### src/tbt_defs.svh
`ifndef TBT_DEFS_SVH
`define TBT_DEFS_SVH

// ****************************************
// Register map
// ****************************************
`define TBT_ADDR_W 8
`define TBT_OFF_ENABLE 8'h00
`define TBT_OFF_STATUS 8'h04
`define TBT_OFF_TCOUNT 8'h08
`define TBT_OFF_PRESCALE 8'h0C
`define TBT_OFF_SERIAL 8'h10
`define TBT_OFF_CORE_A 8'h14
`define TBT_OFF_CORE_B 8'h18
`define TBT_OFF_EXT 8'h1C
`define TBT_OFF_CLK_LATCH 8'h20

// ****************************************
// Field positions and masks
// ****************************************
`define TBT_STAT_OVF 0
`define TBT_STAT_IRQ 1
`define TBT_STAT_INIT 2
`define TBT_CORE_A_MASK 32'h0000_FF1F
`define TBT_CORE_B_MASK 32'h03FF_003F
`define TBT_EXT_MASK 32'h33FF_0FFF

// ****************************************
// Reset values
// ****************************************
`define TBT_EN_RST 8'h00
`define TBT_CLK_LATCH_RST 1'b1
`define TBT_WORD_RST 32'h0000_0000
`define TBT_PIN_RST 5'h1F

// ****************************************
// Timing, in instruction cycles unless noted
// ****************************************
`define TBT_CYC_PHASES 4
`define TBT_PRESCALE_DIV 4
`define TBT_TIMER_STEPS 1024
`define TBT_INIT_CYCLES 3
`define TBT_TIMER_CLR_CYCLES 10

// ****************************************
// Bus answers
// ****************************************
`define TBT_RESP_OKAY 2'b00
`define TBT_RESP_SLVERR 2'b10

`endif

### src/tbt_pkg.sv
`include "tbt_defs.svh"

package tbt_pkg;

  typedef struct packed {
    logic r_port_drive;
    logic counter_input_select;
    logic irq_source_select_hi;
    logic irq_source_select_lo;
    logic serial_out_enable;
    logic l_port_drive;
    logic irq_enable_bit;
    logic serial_counter_mode;
  } tbt_en_type;

  typedef enum logic [1:0] {
    SRC_LOW_PULSE = 2'b00,
    SRC_CLOCK_PIN = 2'b01,
    SRC_ZERO_CROSS = 2'b10,
    SRC_T_OVERFLOW = 2'b11
  } tbt_irq_src_type;

  typedef struct packed {
    logic [3:0] gport;
    logic [3:0] dout;
    logic [2:0] rsv;
    logic carry;
    logic [3:0] acc;
  } tbt_core_a_type;

  typedef struct packed {
    logic [5:0] rsv_hi;
    logic [9:0] program_counter_reg;
    logic [9:0] rsv_lo;
    logic [1:0] row;
    logic [3:0] digit;
  } tbt_core_b_type;

  typedef struct packed {
    logic [1:0] rsv_hi;
    logic [1:0] input_edge_latches;
    logic [1:0] rsv_mid;
    logic [1:0] sp;
    logic [7:0] r;
    logic [3:0] rsv_lo;
    logic [3:0] h;
    logic [7:0] q;
  } tbt_ext_type;

  typedef struct packed {
    logic [`TBT_ADDR_W-1:0] awaddr;
    logic awvalid;
    logic [31:0] wdata;
    logic [3:0] wstrb;
    logic wvalid;
    logic bready;
    logic [`TBT_ADDR_W-1:0] araddr;
    logic arvalid;
    logic rready;
  } tbt_axi_req_type;

  typedef struct packed {
    logic awready;
    logic wready;
    logic bvalid;
    logic [1:0] bresp;
    logic arready;
    logic rvalid;
    logic [31:0] rdata;
    logic [1:0] rresp;
  } tbt_axi_rsp_type;

endpackage

### src/tbt_sync.sv
`timescale 1ns/1ps

module tbt_sync
#(
  parameter int WIDTH = 5,
  parameter logic [WIDTH-1:0] RST_VAL = '1
)
(
  // Clock and reset
  input wire logic clk,
  input wire logic rst_n,
  // Data
  input wire logic [WIDTH-1:0] d_in,
  output logic [WIDTH-1:0] q_out
);

  logic [WIDTH-1:0] meta_reg;

  // First stage feeds only the second stage
  always_ff @(posedge clk or negedge rst_n)
  begin
    if (!rst_n)
    begin
      meta_reg <= RST_VAL;
      q_out <= RST_VAL;
    end
    else
    begin
      meta_reg <= d_in;
      q_out <= meta_reg;
    end
  end

endmodule // tbt_sync

### src/tbt_top.sv
`timescale 1ns/1ps
`include "tbt_defs.svh"
// Summary of operation
// - Irq source from select bits: low pulse, clock pin, zero cross, T ovf
// - Ten-bit time base advances per instruction cycle, overflows every 1024
// - Every time base overflow sets the overflow latch, in every mode
// - Overflow latch is tested and cleared by one status read
// - Upper eight counter bits are readable and writable by software
// - Event mode counts input two pulses; overflow still sets latch
// - Counter input select bit chooses time base or event, any time
// - Four pin inputs sampled once per instruction cycle; outputs may change on any system clock
// - Serial clock period is one instruction cycle in reset, or in shift mode with the clock latch set
// - Init clears acc, carry, D, enables, G, program counter; sets latch
// - Init sets RAM address register to row zero, digit zero
// - Init when reset pin held low three or more instruction cycles
// - Upper counter cleared in three cycles, else ten cycles and latch set
// - After init serial register shifts, output low, clock runs, irq off
// - Init clears Q, H, R, input latches; irq low pulse; time base mode
// - Init also clears upper counter, input latches, ports, stack pointer
// - Select clear: counter fed by divide-by-four; set: input two clocks it
// - Interrupt recognised only while the irq enable bit is set

module tbt_top
#(
  parameter bit TIMER_ACCESS = 1'b1
)
(
  // Clock and reset
  input wire logic SYS_CLK,
  input wire logic RESETN,
  // Register bus
  input wire tbt_pkg::tbt_axi_req_type S_AXI_REQ,
  output tbt_pkg::tbt_axi_rsp_type S_AXI_RSP,
  // Pin inputs
  input wire logic INIT_N,
  input wire logic INPUT_ONE,
  input wire logic INPUT_TWO_EVENT_IN,
  input wire logic CLOCK_PIN_INPUT,
  input wire logic SERIAL_IN,
  // Serial outputs
  output logic SERIAL_CLOCK_OUT,
  output logic SERIAL_OUT,
  // Port outputs
  output logic [3:0] D_PORT,
  output logic [3:0] G_PORT,
  output logic L_PORT_DRIVE,
  output logic R_PORT_DRIVE,
  // Events and status
  output logic IRQ_RECOGNIZED,
  output logic TIMER_OVERFLOW,
  output logic INIT_ACTIVE
);

  import tbt_pkg::*;

  // ****************************************
  // Helpers
  // ****************************************
  function automatic logic hit(input logic [`TBT_ADDR_W-1:0] addr,
                               input logic [`TBT_ADDR_W-1:0] off);
    hit = (addr[`TBT_ADDR_W-1:2] == off[`TBT_ADDR_W-1:2]);
  endfunction

  function automatic logic [31:0] merge(input logic [31:0] old,
                                        input logic [31:0] din,
                                        input logic [3:0] strb,
                                        input logic [31:0] mask);
    logic [31:0] res;
    res = old;
    for (int i = 0; i < 4; i++)
    begin
      if (strb[i])
        res[8*i +: 8] = din[8*i +: 8];
    end
    merge = res & mask;
  endfunction

  // ****************************************
  // Pin synchronisers and cycle sampling
  // ****************************************
  logic [4:0] pin_s;
  logic init_s;
  logic [3:0] cur_s;
  logic [3:0] samp_reg;
  logic [3:0] fall;
  logic [3:0] chg;
  logic [1:0] phase_reg;
  logic cyc_tick;

  tbt_sync #(
    .WIDTH(5),
    .RST_VAL(`TBT_PIN_RST)
  ) u_sync (
    .clk(SYS_CLK),
    .rst_n(RESETN),
    .d_in({INIT_N, INPUT_ONE, INPUT_TWO_EVENT_IN, CLOCK_PIN_INPUT,
           SERIAL_IN}),
    .q_out(pin_s)
  );

  assign init_s = pin_s[4];
  assign cur_s = pin_s[3:0];
  assign cyc_tick = (phase_reg == 2'(`TBT_CYC_PHASES - 1));

  // One instruction cycle is a fixed number of system clocks
  always_ff @(posedge SYS_CLK or negedge RESETN)
  begin
    if (!RESETN)
      phase_reg <= 2'h0;
    else if (cyc_tick)
      phase_reg <= 2'h0;
    else
      phase_reg <= phase_reg + 2'h1;
  end

  // Pins looked at once per cycle, so pulses under one cycle may be missed
  always_ff @(posedge SYS_CLK or negedge RESETN)
  begin
    if (!RESETN)
      samp_reg <= 4'hF;
    else if (cyc_tick)
      samp_reg <= cur_s;
  end

  // Index 3 input one, 2 event input, 1 clock pin, 0 serial in
  for (genvar i = 0; i < 4; i++)
  begin : g_edge
    assign fall[i] = cyc_tick & samp_reg[i] & ~cur_s[i];
    assign chg[i] = cyc_tick & (samp_reg[i] ^ cur_s[i]);
  end

  // ****************************************
  // Initialisation from the reset pin
  // ****************************************
  logic [3:0] low_cnt_reg;
  logic init_now;
  logic t_clear;
  logic init_act_reg;

  always_ff @(posedge SYS_CLK or negedge RESETN)
  begin
    if (!RESETN)
      low_cnt_reg <= 4'h0;
    else if (init_s)
      low_cnt_reg <= 4'h0;
    else if (cyc_tick && low_cnt_reg < 4'(`TBT_TIMER_CLR_CYCLES))
      low_cnt_reg <= low_cnt_reg + 4'h1;
  end

  assign init_now = (low_cnt_reg >= 4'(`TBT_INIT_CYCLES));
  // Without timer access a short pulse leaves the time base running
  assign t_clear = TIMER_ACCESS ? init_now :
                   (low_cnt_reg >= 4'(`TBT_TIMER_CLR_CYCLES));

  always_ff @(posedge SYS_CLK or negedge RESETN)
  begin
    if (!RESETN)
      init_act_reg <= 1'b0;
    else
      init_act_reg <= init_now;
  end

  // ****************************************
  // Bus slave
  // ****************************************
  logic aw_full_reg;
  logic w_full_reg;
  logic [`TBT_ADDR_W-1:0] aw_addr_reg;
  logic [31:0] w_data_reg;
  logic [3:0] w_strb_reg;
  logic bvalid_reg;
  logic [1:0] bresp_reg;
  logic rvalid_reg;
  logic [31:0] rdata_reg;
  logic [1:0] rresp_reg;
  logic wr_do;
  logic rd_do;
  logic wr_err;
  logic [31:0] rd_word;
  logic rd_err;
  logic stat_rd;

  assign wr_do = aw_full_reg & w_full_reg & ~bvalid_reg;
  assign rd_do = S_AXI_REQ.arvalid & ~rvalid_reg;
  assign stat_rd = rd_do & hit(S_AXI_REQ.araddr, `TBT_OFF_STATUS);

  always_ff @(posedge SYS_CLK or negedge RESETN)
  begin
    if (!RESETN)
    begin
      aw_full_reg <= 1'b0;
      aw_addr_reg <= '0;
    end
    else if (S_AXI_REQ.awvalid && !aw_full_reg)
    begin
      aw_full_reg <= 1'b1;
      aw_addr_reg <= S_AXI_REQ.awaddr;
    end
    else if (wr_do)
      aw_full_reg <= 1'b0;
  end

  always_ff @(posedge SYS_CLK or negedge RESETN)
  begin
    if (!RESETN)
    begin
      w_full_reg <= 1'b0;
      w_data_reg <= `TBT_WORD_RST;
      w_strb_reg <= 4'h0;
    end
    else if (S_AXI_REQ.wvalid && !w_full_reg)
    begin
      w_full_reg <= 1'b1;
      w_data_reg <= S_AXI_REQ.wdata;
      w_strb_reg <= S_AXI_REQ.wstrb;
    end
    else if (wr_do)
      w_full_reg <= 1'b0;
  end

  assign wr_err = !(hit(aw_addr_reg, `TBT_OFF_ENABLE) ||
                    hit(aw_addr_reg, `TBT_OFF_STATUS) ||
                    hit(aw_addr_reg, `TBT_OFF_TCOUNT) ||
                    hit(aw_addr_reg, `TBT_OFF_SERIAL) ||
                    hit(aw_addr_reg, `TBT_OFF_CORE_A) ||
                    hit(aw_addr_reg, `TBT_OFF_CORE_B) ||
                    hit(aw_addr_reg, `TBT_OFF_EXT) ||
                    hit(aw_addr_reg, `TBT_OFF_CLK_LATCH));

  always_ff @(posedge SYS_CLK or negedge RESETN)
  begin
    if (!RESETN)
    begin
      bvalid_reg <= 1'b0;
      bresp_reg <= `TBT_RESP_OKAY;
    end
    else if (wr_do)
    begin
      bvalid_reg <= 1'b1;
      bresp_reg <= wr_err ? `TBT_RESP_SLVERR : `TBT_RESP_OKAY;
    end
    else if (S_AXI_REQ.bready)
      bvalid_reg <= 1'b0;
  end

  always_ff @(posedge SYS_CLK or negedge RESETN)
  begin
    if (!RESETN)
    begin
      rvalid_reg <= 1'b0;
      rdata_reg <= `TBT_WORD_RST;
      rresp_reg <= `TBT_RESP_OKAY;
    end
    else if (rd_do)
    begin
      rvalid_reg <= 1'b1;
      rdata_reg <= rd_word;
      rresp_reg <= rd_err ? `TBT_RESP_SLVERR : `TBT_RESP_OKAY;
    end
    else if (S_AXI_REQ.rready)
      rvalid_reg <= 1'b0;
  end

  assign S_AXI_RSP.awready = ~aw_full_reg;
  assign S_AXI_RSP.wready = ~w_full_reg;
  assign S_AXI_RSP.bvalid = bvalid_reg;
  assign S_AXI_RSP.bresp = bresp_reg;
  assign S_AXI_RSP.arready = ~rvalid_reg;
  assign S_AXI_RSP.rvalid = rvalid_reg;
  assign S_AXI_RSP.rdata = rdata_reg;
  assign S_AXI_RSP.rresp = rresp_reg;

  // ****************************************
  // Program-visible state
  // ****************************************
  tbt_en_type en_reg;
  logic serial_clock_latch_reg;
  logic [31:0] core_a_reg;
  logic [31:0] core_b_reg;
  logic [31:0] ext_reg;
  tbt_core_a_type core_a;

  assign core_a = tbt_core_a_type'(core_a_reg[15:0]);

  // Init holds all of this cleared, the clock latch set, for as long as the pin stays low
  always_ff @(posedge SYS_CLK or negedge RESETN)
  begin
    if (!RESETN)
      en_reg <= tbt_en_type'(`TBT_EN_RST);
    else if (init_now)
      en_reg <= tbt_en_type'(`TBT_EN_RST);
    else if (wr_do && hit(aw_addr_reg, `TBT_OFF_ENABLE))
      en_reg <= tbt_en_type'(8'(merge(32'(en_reg), w_data_reg,
                                      w_strb_reg, 32'h0000_00FF)));
  end

  always_ff @(posedge SYS_CLK or negedge RESETN)
  begin
    if (!RESETN)
      serial_clock_latch_reg <= `TBT_CLK_LATCH_RST;
    else if (init_now)
      serial_clock_latch_reg <= `TBT_CLK_LATCH_RST;
    else if (wr_do && hit(aw_addr_reg, `TBT_OFF_CLK_LATCH) && w_strb_reg[0])
      serial_clock_latch_reg <= w_data_reg[0];
  end

  always_ff @(posedge SYS_CLK or negedge RESETN)
  begin
    if (!RESETN)
    begin
      core_a_reg <= `TBT_WORD_RST;
      core_b_reg <= `TBT_WORD_RST;
      ext_reg <= `TBT_WORD_RST;
    end
    else if (init_now)
    begin
      core_a_reg <= `TBT_WORD_RST;
      core_b_reg <= `TBT_WORD_RST;
      ext_reg <= `TBT_WORD_RST;
    end
    else if (wr_do)
    begin
      if (hit(aw_addr_reg, `TBT_OFF_CORE_A))
        core_a_reg <= merge(core_a_reg, w_data_reg, w_strb_reg,
                            `TBT_CORE_A_MASK);
      if (hit(aw_addr_reg, `TBT_OFF_CORE_B))
        core_b_reg <= merge(core_b_reg, w_data_reg, w_strb_reg,
                            `TBT_CORE_B_MASK);
      if (hit(aw_addr_reg, `TBT_OFF_EXT))
        ext_reg <= merge(ext_reg, w_data_reg, w_strb_reg, `TBT_EXT_MASK);
    end
  end

  // ****************************************
  // Time base and upper counter
  // ****************************************
  logic [1:0] pre_reg;
  logic [7:0] t_reg;
  logic t_wr;
  logic t_step;
  logic t_ovf;
  logic ovf_latch_reg;

  assign t_wr = wr_do & hit(aw_addr_reg, `TBT_OFF_TCOUNT) & w_strb_reg[0];
  // Event mode takes input two edges, else the prescaler carry
  assign t_step = en_reg.counter_input_select ? fall[2] :
                  (cyc_tick &&
                   pre_reg == 2'(`TBT_PRESCALE_DIV - 1));
  assign t_ovf = t_step & (t_reg == 8'hFF) & ~t_wr & ~t_clear;

  always_ff @(posedge SYS_CLK or negedge RESETN)
  begin
    if (!RESETN)
      pre_reg <= 2'h0;
    else if (t_clear)
      pre_reg <= 2'h0;
    else if (cyc_tick)
      pre_reg <= pre_reg + 2'h1;
  end

  always_ff @(posedge SYS_CLK or negedge RESETN)
  begin
    if (!RESETN)
      t_reg <= 8'h00;
    else if (t_clear)
      t_reg <= 8'h00;
    else if (t_wr)
      t_reg <= w_data_reg[7:0];
    else if (t_step)
      t_reg <= t_reg + 8'h01;
  end

  // Set beats the read clear so no overflow slips past a test
  always_ff @(posedge SYS_CLK or negedge RESETN)
  begin
    if (!RESETN)
      ovf_latch_reg <= 1'b0;
    else if (t_ovf || (!TIMER_ACCESS && t_clear))
      ovf_latch_reg <= 1'b1;
    else if (stat_rd)
      ovf_latch_reg <= 1'b0;
  end

  // ****************************************
  // Interrupt source selection
  // ****************************************
  tbt_irq_src_type irq_src;
  logic src_evt;
  logic irq_flag_reg;
  logic irq_pulse_reg;
  logic ovf_pulse_reg;
  logic irq_clr;

  assign irq_src = tbt_irq_src_type'({en_reg.irq_source_select_hi,
                                      en_reg.irq_source_select_lo});
  assign irq_clr = wr_do & hit(aw_addr_reg, `TBT_OFF_STATUS) &
                   w_strb_reg[0] & w_data_reg[`TBT_STAT_IRQ];

  always_comb
  begin
    unique case (irq_src)
      SRC_LOW_PULSE: src_evt = fall[3];
      SRC_CLOCK_PIN: src_evt = fall[1];
      SRC_ZERO_CROSS: src_evt = chg[3];
      SRC_T_OVERFLOW: src_evt = t_ovf;
    endcase
  end

  always_ff @(posedge SYS_CLK or negedge RESETN)
  begin
    if (!RESETN)
      irq_flag_reg <= 1'b0;
    else if (src_evt && en_reg.irq_enable_bit)
      irq_flag_reg <= 1'b1;
    else if (irq_clr)
      irq_flag_reg <= 1'b0;
  end

  always_ff @(posedge SYS_CLK or negedge RESETN)
  begin
    if (!RESETN)
    begin
      irq_pulse_reg <= 1'b0;
      ovf_pulse_reg <= 1'b0;
    end
    else
    begin
      irq_pulse_reg <= src_evt & en_reg.irq_enable_bit;
      ovf_pulse_reg <= t_ovf;
    end
  end

  // ****************************************
  // Serial register and serial pins
  // ****************************************
  logic [3:0] serial_shift_counter_reg;
  logic serial_clock_out_reg;
  logic so_reg;

  always_ff @(posedge SYS_CLK or negedge RESETN)
  begin
    if (!RESETN)
      serial_shift_counter_reg <= 4'h0;
    else if (wr_do && hit(aw_addr_reg, `TBT_OFF_SERIAL) && w_strb_reg[0])
      serial_shift_counter_reg <= w_data_reg[3:0];
    else if (!en_reg.serial_counter_mode && cyc_tick)
      serial_shift_counter_reg <= {serial_shift_counter_reg[2:0],
                                   cur_s[0]};
    else if (en_reg.serial_counter_mode && fall[0])
      serial_shift_counter_reg <= serial_shift_counter_reg - 4'h1;
  end

  // In reset or shift mode with the latch set, clock is high for the second half of each cycle, one clock late
  always_ff @(posedge SYS_CLK or negedge RESETN)
  begin
    if (!RESETN)
      serial_clock_out_reg <= 1'b0;
    else if (!init_s ||
             (!en_reg.serial_counter_mode && serial_clock_latch_reg))
      serial_clock_out_reg <=
        (phase_reg >= 2'(`TBT_CYC_PHASES / 2));
    else
      serial_clock_out_reg <= en_reg.serial_counter_mode &
                              serial_clock_latch_reg;
  end

  always_ff @(posedge SYS_CLK or negedge RESETN)
  begin
    if (!RESETN)
      so_reg <= 1'b0;
    else if (en_reg.serial_counter_mode)
      so_reg <= en_reg.serial_out_enable;
    else
      so_reg <= en_reg.serial_out_enable &
                serial_shift_counter_reg[3];
  end

  // ****************************************
  // Read data
  // ****************************************
  always_comb
  begin
    rd_word = `TBT_WORD_RST;
    rd_err = 1'b0;
    if (hit(S_AXI_REQ.araddr, `TBT_OFF_ENABLE))
      rd_word = 32'(en_reg);
    else if (hit(S_AXI_REQ.araddr, `TBT_OFF_STATUS))
    begin
      rd_word[`TBT_STAT_OVF] = ovf_latch_reg;
      rd_word[`TBT_STAT_IRQ] = irq_flag_reg;
      rd_word[`TBT_STAT_INIT] = init_now;
    end
    else if (hit(S_AXI_REQ.araddr, `TBT_OFF_TCOUNT))
      rd_word = 32'(t_reg);
    else if (hit(S_AXI_REQ.araddr, `TBT_OFF_PRESCALE))
      rd_word = 32'(pre_reg);
    else if (hit(S_AXI_REQ.araddr, `TBT_OFF_SERIAL))
      rd_word = 32'(serial_shift_counter_reg);
    else if (hit(S_AXI_REQ.araddr, `TBT_OFF_CORE_A))
      rd_word = core_a_reg;
    else if (hit(S_AXI_REQ.araddr, `TBT_OFF_CORE_B))
      rd_word = core_b_reg;
    else if (hit(S_AXI_REQ.araddr, `TBT_OFF_EXT))
      rd_word = ext_reg;
    else if (hit(S_AXI_REQ.araddr, `TBT_OFF_CLK_LATCH))
      rd_word = 32'(serial_clock_latch_reg);
    else
      rd_err = 1'b1;
  end

  // ****************************************
  // Outputs
  // ****************************************
  assign SERIAL_CLOCK_OUT = serial_clock_out_reg;
  assign SERIAL_OUT = so_reg;
  assign D_PORT = core_a.dout;
  assign G_PORT = core_a.gport;
  assign L_PORT_DRIVE = en_reg.l_port_drive;
  assign R_PORT_DRIVE = en_reg.r_port_drive;
  assign IRQ_RECOGNIZED = irq_pulse_reg;
  assign TIMER_OVERFLOW = ovf_pulse_reg;
  assign INIT_ACTIVE = init_act_reg;

endmodule // tbt_top

### config.mk
export PLATFORM = sky130hd
export DESIGN_NAME = tbt_top
export DESIGN_NICKNAME = d
export VERILOG_FILES = /design/src/tbt_pkg.sv /design/src/tbt_sync.sv /design/src/tbt_top.sv
export VERILOG_INCLUDE_DIRS = /design/src
export SDC_FILE = /design/constraint.sdc
export NUM_CORES = 1
export LEC_CHECK = 0
export BUFFER_PORTS_ARGS = -buffer_cell sky130_fd_sc_hd__buf_2
export CELL_PAD_IN_SITES_DETAIL_PLACEMENT = 1
export CELL_PAD_IN_SITES_GLOBAL_PLACEMENT = 2
export CORE_AREA = 10 10 157 159
export CTS_CLUSTER_SIZE = 16
export DETAILED_ROUTE_END_ITERATION = 10
export DIE_AREA = 0 0 167 169
export GPL_TIMING_DRIVEN = 0
export PLACE_DENSITY_LB_ADDON = 0.25
export SYNTH_ARGS = -nofsm -noshare
export SYNTH_HDL_FRONTEND = slang
export SYNTH_SLANG_ARGS = --single-unit
### constraint.sdc
create_clock -name SYS_CLK -period 2.4 [get_ports SYS_CLK]
set_clock_uncertainty 0.1 [all_clocks]
set_input_delay 0.36 -clock SYS_CLK [delete_from_list [all_inputs] [get_ports SYS_CLK]]
set_output_delay 0.36 -clock SYS_CLK [all_outputs]
set_load 0.01 [all_outputs]
==> results.json, run 1 <==
{
  "multiInputGateArea_sq_um": 3129,
  "synthXorXnorAreaFrac_pct": 1.006,
  "synth.top_cells.by_count": "160 x dfrtp_1, 78 x nand2_1, 64 x nor2_1",
  "nets": 940,
  "tightestPinTransition_ns": 0.7727,
  "critPathKind": "register to register",
  "critPathMaxFanout": 8,
  "yosysTopAreaCellShare_pct": 51.12,
  "yosys.area_share.adder_pct": 0.9585,
  "grt_pass1_wl_microns": 38740,
  "wl_microns": 23360,
  "grt_overflow": 0,
  "crit_path_max_incr_delay_ns": 0.62,
  "synth_edf_count": 0,
  "synthTopCellsByArea": "dfrtp_1 51%, mux2_2 6.2%, dfstp_2 5.0%",
  "num_vias": 6093,
  "ant_nets": 0,
  "cp-start-kind": "register",
  "yosys.area.top_type": "dfrtp_1",
  "crit_path_end_kind": "register",
  "root_buffer": "clkbuf_16",
  "ir_drop_mv": 0.5067,
  "finalSetupViolations": 0,
  "path_cells": "or4b_4 -> nor2_4 -> and3_1 -> buf_4 -> mux2i_1 -> nor2_1",
  "diodes": 0,
  "via_per_inst": 5.239,
  "slew_viol_final": 0,
  "drive_gt1_share_pct": 27.75,
  "hp-class": "input pin to register",
  "row_count": 54,
  "fp.dieW_microns": 167,
  "cts-buffers-inserted": 17,
  "run_status": "finished clean",
  "track_usage_pct": 16.97,
  "timing.hold.ws_ns": 0.02967,
  "start_util_pct": 36.34,
  "finalHoldViolations": 0,
  "core_area_sq_um": 21550,
  "grt_pass1_vias": 6774,
  "fin_util_pct": 44.06,
  "synth-simple-area-share_pct": 14.54,
  "ioPinCount": 120,
  "dieHeight_microns": 169,
  "io_buffers": 105,
  "insertion_delay_ns": 0.43,
  "syn_area_per_cell_sq_um": 10.74,
  "p_leak_nw": 4.423,
  "slowest_stage": "or4b_4",
  "yosysSeqAreaShare_pct": 56.15,
  "synth_compound_area_share_pct": 11.05,
  "synthArstFlopShare_pct": 100.0,
  "drt-initial-drc-count": 424,
  "yosys_warnings": 0,
  "drc": 0,
  "cts_tree": "yes",
  "rsz0062_at_grt": "no",
  "regArea_sq_um": 4398,
  "place_congestion": 0.8549,
  "arrival_ns": 2.38,
  "p_per_area_nw_per_um2": 1040,
  "crit_buf_inv": 1,
  "critPathRequiredTime_ns": 2.59,
  "synth_top_family_by_area": "simple AND/OR/NAND/NOR gates",
  "synthMuxAreaShare_pct": 11.90,
  "nFillCells": 2419,
  "slew_headroom_pct": 48.48,
  "wl_per_cell_microns": 20.09,
  "max-clock-path-buffers": 2,
  "grt_max_degree": 91,
  "path_clk_slew_ns": 0.07,
  "dp_hpwl_microns": 17450,
  "area_growth_pct": 21.25,
  "syn-cell-area_sq_um": 7833,
  "numClockSinks": 175,
  "cp_top_family": "simple AND/OR/NAND/NOR gates",
  "grt_antenna_before_repair": 0,
  "synthCells": 729,
  "synthFlopType": "dfrtp_1",
  "dr.pass1.iters": 5,
  "cts_max_level": 4,
  "cap_violations": 0,
  "finalCritPeriodShare_pct": 91.27,
  "fp.dieArea_sq_um": 28220,
  "yosys_register_bits": 175,
  "max_freq_mhz": 456.5,
  "ys_types": 58,
  "synth_most_common_cell": "dfrtp_1",
  "min_period_ns": 2.190
}
[per-stage QoR]
stage                     setup WS, ns  TNS (ns)  instance area, sq um  power (mW)  cells
after floorplan                 0.4183         0                  7851       6.046    734
after global placement          -1.820   -306.61                  8727       6.917   1119
after detailed placement       -0.3632    -5.797                  8765       7.118   1120
after CTS                      0.05501         0                  9473       10.01   1162
after global routing           0.04718         0                  9497       10.53   1163
final                           0.2096         0                  9497       9.874   1163
[area by class of cell]
cell class	instances	share of cell area [%]
Timing Repair Buffer	118	7.062
Multi-Input combinational cell	491	32.95
Clock inverter	14	1.779
Inverter	14	0.5534
Sequential cell	175	46.31
Clock buffer	18	4.625
Tap cell	280	3.689
Buffer	53	3.030
[report_power, final]
group          internal [mW]  leakage, nW  total, mW  switching (mW)
sequential              3.84         2.24       4.81           0.971
combinational           1.11         1.89       2.21            1.11
clock                   1.52        0.292       2.85            1.32
total                   6.47         4.42       9.87            3.40
[what timing repair did]
action | CTS | global route
setup buffers | 3 | 2
gates resized for setup | 3 | 4
hold endpoints to repair | 90 | 0
hold buffers | 7 | 0
pin swaps | 1 | 1
setup endpoints to repair | 31 | 12
[worst paths after layout]
kind                       slack (ns)  cells past startpoint                     end          startpoint
min in group asynchronous        0.40                      2          low_cnt_reg[1]              RESETN
hold / removal                   0.03                      2              rvalid_reg        S_AXI_REQ[0]
max in group asynchronous        0.89                      3  serial_clock_latch_reg              RESETN
hold reg to reg                  0.26                      0         u_sync.q_out[1]  u_sync.meta_reg[1]
setup reg to reg                 0.21                      6          core_a_reg[10]      aw_addr_reg[5]
setup / recovery                 0.21                      6          core_a_reg[10]      aw_addr_reg[5]
[routing by layer]
layer  wire length [microns]  global-route usage, %
met5                       0                      0
met4                     159                  3.818
met3                    1124                  3.729
met2                   11240                  27.48
met1                   10840                  22.73
[cells by family after synthesis]
group,Yosys count
fa+ha+maj,6
compound gates,142
simple gates,244
buf+inv,68
mux,84
other cells,1
xor+xnor,9
flops,175
[layout by cell type, fill, tap and decap left out, types with 10 or more instances in the layout]
cell type	instances
dfrtp_1	160
dfstp_2	15
buf_2	109
o21ai_0	49
mux2i_1	38
nor2_1	64
a21oi_1	37
mux2_2	43
nand2_1	78
a22oi_1	10
inv_1	13
buf_4	22
nand3_1	49
clkbuf_1	20
clkbuf_16	17
Note: power is estimated with default switching activity, not from simulation.
==> run 2: changes to the inputs <==
==> constraint.sdc (replaced) <==
create_clock -name SYS_CLK -period 2.2 [get_ports SYS_CLK]
set_clock_uncertainty 0.1 [all_clocks]
set_input_delay 0.33 -clock SYS_CLK [delete_from_list [all_inputs] [get_ports SYS_CLK]]
set_output_delay 0.33 -clock SYS_CLK [all_outputs]
set_load 0.01 [all_outputs]
==> results.json, run 2 (same netlist as run 1, synthesis figures left out) <==
{
  "fin_util_pct": 44.55,
  "finalHoldViolations": 0,
  "p_switching_mw": 3.763,
  "finalCritPeriodShare_pct": 96.95,
  "min_period_ns": 2.133,
  "p_per_area_nw_per_um2": 1131,
  "path_clk_slew_ns": 0.08,
  "arrival_ns": 2.37,
  "diodes": 0,
  "cp-start-kind": "register",
  "grt_max_degree": 91,
  "core_area_sq_um": 21550,
  "slew_headroom_pct": 54.09,
  "final_common_cell": "dfrtp_1",
  "insertion_delay_ns": 0.43,
  "wl_per_cell_microns": 20.17,
  "fp.dieW_microns": 167,
  "critPathMaxFanout": 10,
  "grt_antenna_before_repair": 0,
  "drc": 0,
  "cp_top_family": "simple AND/OR/NAND/NOR gates",
  "ant_nets": 0,
  "p_clk_share_pct": 28.6,
  "fp.dieArea_sq_um": 28220,
  "final.setup.tns_ns": 0,
  "r2r_start": "aw_addr_reg[7]",
  "crit_buf_inv": 1,
  "max-clock-path-buffers": 2,
  "wl_microns": 23530,
  "timing.hold.ws_ns": 0.02277,
  "critPathKind": "register to register",
  "switching_share_pct": 34.67,
  "numClockSinks": 175,
  "final_cell_mix": "159 x dfrtp_1, 109 x buf_2, 77 x nand2_1",
  "ioPinCount": 120,
  "r2r_slack_ns": 0.07,
  "row_count": 54,
  "critPathRequiredTime_ns": 2.44,
  "r2r_cells": 5,
  "slew_viol_final": 0,
  "grt_pass1_vias": 6743,
  "root_buffer": "clkbuf_16",
  "design_area_sq_um": 9602,
  "dieHeight_microns": 169,
  "hp-start": "S_AXI_REQ[35]",
  "cts_max_level": 4,
  "crit_path_end_kind": "register",
  "stdcell_count": 1167,
  "finalSetupViolations": 0,
  "grt_pass1_wl_microns": 38760,
  "io_buffers": 105,
  "slowest_stage": "or4b_4",
  "drive_gt1_share_pct": 28.75,
  "placed_cells": 1120,
  "r2r_end": "core_b_reg[17]",
  "worstHoldPathCells": 2,
  "path_cells": "or4b_4 -> nor2_4 -> nand3_2 -> clkbuf_4 -> o21ai_0",
  "p_leak_nw": 4.452,
  "num_vias": 6127,
  "area_growth_pct": 22.59,
  "dr.pass1.iters": 5,
  "track_usage_pct": 16.97,
  "total_power_mw": 10.86,
  "intPower_mw": 7.092,
  "hp-class": "input pin to register",
  "worst_slack_ns": 0.06700,
  "max_freq_mhz": 468.8,
  "post-place-ws_ns": -0.5632,
  "crit_path_max_incr_delay_ns": 0.61,
  "ir_drop_mv": 0.5657,
  "seqPwrFrac_pct": 48.5,
  "grt_overflow": 0,
  "via_per_inst": 5.250,
  "hold_end": "w_data_reg[19]",
  "place_area_sq_um": 8765,
  "rsz0062_at_grt": "yes",
  "drt-initial-drc-count": 389,
  "run_status": "finished clean",
  "dp_hpwl_microns": 17450,
  "place_congestion": 0.8549,
  "start_util_pct": 36.34,
  "cts-buffers-inserted": 17,
  "cap_violations": 0,
  "nFillCells": 2405,
  "cts_tree": "yes",
  "nets": 944,
  "tightestPinTransition_ns": 0.6887,
  "combPwrFrac_pct": 22.8
}
run 2: power by group through the flow:
| stage | sequential, mW | clock [mW] | combinational (mW) |
|---|---|---|---|
| 2_1_floorplan | 4.87 | 0 | 1.73 |
| 3_3_place_gp | 5.26 | 0 | 2.29 |
| 3_5_place_dp | 5.33 | 0 | 2.43 |
| 4_1_cts | 5.27 | 3.19 | 2.47 |
| 5_1_grt | 5.42 | 3.32 | 2.81 |
| 6_report | 5.27 | 3.11 | 2.48 |
run 2: area by class of cell:
cell class	instances	area [sq um]	share of cell area, %
clock buffer	18	439.2	4.574
timing repair buffer	122	724.4	7.545
buffer	53	307.8	3.206
sequential	175	4399	45.82
multi-input combinational	491	3159	32.90
tap	280	350.3	3.649
inverter	14	52.55	0.5473
clock inverter	14	168.9	1.759
run 2: how the worst max path moves through the flow:
| stage | to | slack [ns] | start | cells past startpoint |
|---|---|---|---|---|
| global route | irq_flag_reg | -0.04 | low_cnt_reg[0] | 7 |
| floorplan | ext_reg[22] | 0.22 | aw_addr_reg[5] | 6 |
| global placement | core_b_reg[22] | -1.99 | RESETN | 1 |
| CTS | core_a_reg[10] | 0.007 | aw_addr_reg[5] | 6 |
| detailed placement | core_b_reg[20] | -0.56 | low_cnt_reg[0] | 6 |
| finish | core_b_reg[17] | 0.07 | aw_addr_reg[7] | 5 |
run 2: what timing repair did:
action                                 in CTS  in global routing
pin swaps                                   2                  4
setup endpoints to repair                  76                 52
gates cloned                                0                  1
endpoints found under the hold margin      91                  0
hold buffers                                8                  0
setup buffers                               2                  5
gates resized for setup                     9                 15
run 2: metal layers:
layer | up-vias | global-route usage (%) | routed length, microns
met5 | - | 0 | 0
met4 | 0 | 3.513 | 185
met3 | 15 | 3.729 | 1002
met2 | 139 | 27.58 | 11280
met1 | 3121 | 22.76 | 11060
li1 | 2852 | - | -
==> run 3: changes to the inputs <==
--- a/config.mk
+++ b/config.mk
@@ -9,10 +9,10 @@
 export BUFFER_PORTS_ARGS = -buffer_cell sky130_fd_sc_hd__buf_2
 export CELL_PAD_IN_SITES_DETAIL_PLACEMENT = 1
 export CELL_PAD_IN_SITES_GLOBAL_PLACEMENT = 2
-export CORE_AREA = 10 10 157 159
+export CORE_AREA = 10 10 199 126
 export CTS_CLUSTER_SIZE = 16
 export DETAILED_ROUTE_END_ITERATION = 10
-export DIE_AREA = 0 0 167 169
+export DIE_AREA = 0 0 209 136
 export GPL_TIMING_DRIVEN = 0
 export PLACE_DENSITY_LB_ADDON = 0.25
 export SYNTH_ARGS = -nofsm -noshare
==> results.json, run 3 (same netlist as run 1, synthesis figures left out) <==
{
  "run_status": "finished clean",
  "nFillCells": 2425,
  "cp_top_family": "simple AND/OR/NAND/NOR gates",
  "min_period_ns": 2.147,
  "hp-start": "S_AXI_REQ[32]",
  "tightestPinTransition_ns": 0.7545,
  "r2r_cells": 6,
  "place_congestion": 0.8531,
  "core_area_sq_um": 21550,
  "finalHoldViolations": 0,
  "placed_cells": 1126,
  "critPathRequiredTime_ns": 2.41,
  "drt-initial-drc-count": 440,
  "seqPwrFrac_pct": 49.4,
  "crit_buf_inv": 1,
  "max_freq_mhz": 465.9,
  "grt_antenna_before_repair": 1,
  "ant_nets": 0,
  "wl_microns": 25880,
  "path_clk_slew_ns": 0.07,
  "fin_util_pct": 44.45,
  "io_buffers": 105,
  "slew_headroom_pct": 49.70,
  "final.setup.tns_ns": 0,
  "area_growth_pct": 22.28,
  "wl_per_cell_microns": 22.02,
  "ioPinCount": 120,
  "row_count": 42,
  "fp.dieW_microns": 209,
  "cts-buffers-inserted": 17,
  "track_usage_pct": 18.34,
  "switching_share_pct": 34.02,
  "dr.pass1.iters": 5,
  "insertion_delay_ns": 0.44,
  "intPower_mw": 7.166,
  "stdcell_count": 1175,
  "finalCritPeriodShare_pct": 97.57,
  "nets": 946,
  "slowest_stage": "or4b_4",
  "grt_overflow": 0,
  "rsz0062_at_grt": "yes",
  "grt_max_degree": 96,
  "hp-class": "input pin to register",
  "combPwrFrac_pct": 22.8,
  "start_util_pct": 36.35,
  "dp_hpwl_microns": 19250,
  "arrival_ns": 2.35,
  "p_switching_mw": 3.695,
  "root_buffer": "clkbuf_16",
  "finalSetupViolations": 0,
  "critPathMaxFanout": 10,
  "post-place-ws_ns": -0.6977,
  "critPathKind": "register to register",
  "final_cell_mix": "158 x dfrtp_1, 108 x buf_2, 77 x nand2_1",
  "dieHeight_microns": 136,
  "max-clock-path-buffers": 2,
  "num_vias": 6223,
  "p_leak_nw": 4.467,
  "r2r_start": "aw_addr_reg[6]",
  "crit_path_max_incr_delay_ns": 0.60,
  "slew_viol_final": 0,
  "fp.dieArea_sq_um": 28420,
  "p_clk_share_pct": 27.9,
  "grt_pass1_wl_microns": 40440,
  "cap_violations": 0,
  "numClockSinks": 175,
  "worstHoldPathCells": 2,
  "drive_gt1_share_pct": 29.36,
  "cts_max_level": 4,
  "p_per_area_nw_per_um2": 1134,
  "r2r_end": "core_b_reg[23]",
  "cp-start-kind": "register",
  "cts_tree": "yes",
  "diodes": 0,
  "hold_end": "w_data_reg[16]",
  "ir_drop_mv": 0.5965,
  "final_common_cell": "dfrtp_1",
  "grt_pass1_vias": 6752,
  "via_per_inst": 5.296,
  "r2r_slack_ns": 0.05,
  "crit_path_end_kind": "register",
  "path_cells": "or4b_4 -> nor2_4 -> nand3_2 -> clkbuf_4 -> nand3_1 -> o21ai_0",
  "worst_slack_ns": 0.05344,
  "drc": 0
}
[run 3: changes by cell type in the layout (fill, tap and decap cells not counted), moves of 2 or more]
cell,previous run,this run
clkbuf_2,3,6
buf_4,23,27
clkbuf_8,1,6
clkinv_8,2,0
inv_8,5,0
clkinvlp_4,2,0
clkinv_2,0,2
[run 3: power by group through the flow]
stage          Combinational [mW]  Sequential (mW)  Clock, mW
2_1_floorplan                1.73             4.87          0
3_3_place_gp                 2.30             5.28          0
3_5_place_dp                 2.45             5.36          0
4_1_cts                      2.48             5.32       3.08
5_1_grt                      2.77             5.49       3.24
6_report                     2.47             5.36       3.03
[run 3: worst register-to-register path: stages (launching register included)]
cell	delay [ns]
dfrtp_2	0.44
or4b_4	0.60
nor2_4	0.19
nand3_2	0.22
clkbuf_4	0.27
nand3_1	0.09
o21ai_0	0.09
[run 3: worst max-delay path by stage]
stage	from	end	slack [ns]	cells after the start
global placement	RESETN	rdata_reg[12]	-2.03	1
floorplan	aw_addr_reg[5]	ext_reg[22]	0.22	6
CTS	low_cnt_reg[1]	irq_flag_reg	0.01	7
finish	aw_addr_reg[6]	core_b_reg[23]	0.05	6
detailed placement	low_cnt_reg[0]	t_reg[2]	-0.70	6
global route	aw_addr_reg[6]	core_b_reg[23]	-0.03	6
[run 3: what timing repair did]
action | 4_1_cts | 5_1_grt
hold buffers | 8 | 0
gates resized for setup | 9 | 16
pin swaps | 2 | 4
setup buffers | 5 | 6
setup endpoints to repair | 75 | 51
endpoints found under the hold margin | 81 | 0
[run 3: stage by stage]
step / cell area (sq um) / hold slack, ns / power, mW
6_report: 9578 / 0.02129 / 10.86
5_1_grt: 9578 / 0.01525 / 11.51
4_1_cts: 9503 / 0.008670 / 10.88
3_5_place_dp: 8772 / 0.2475 / 7.816
3_3_place_gp: 8735 / 0.2472 / 7.576
2_1_floorplan: 7851 / -0.06559 / 6.596
[run 3: cell type report]
class	instances	area, sq um	share of cell area, %
clock inverters	7	75.07	0.7838
plain buffers	52	297.8	3.109
repair buffers	125	725.7	7.577
inverters	14	52.55	0.5487
multi-input cells	491	3153	32.92
flip-flops and latches	175	4400	45.94
clock buffers	25	515.5	5.382
well taps	286	357.8	3.736
[run 3: metal layers]
metal	vias to the layer above	GRT usage [%]	routed length, microns
met5	-	0	0
met4	0	4.337	202
met3	17	4.423	1347
met2	154	26.32	10770
met1	3209	27.02	13550
li1	2843	-	-
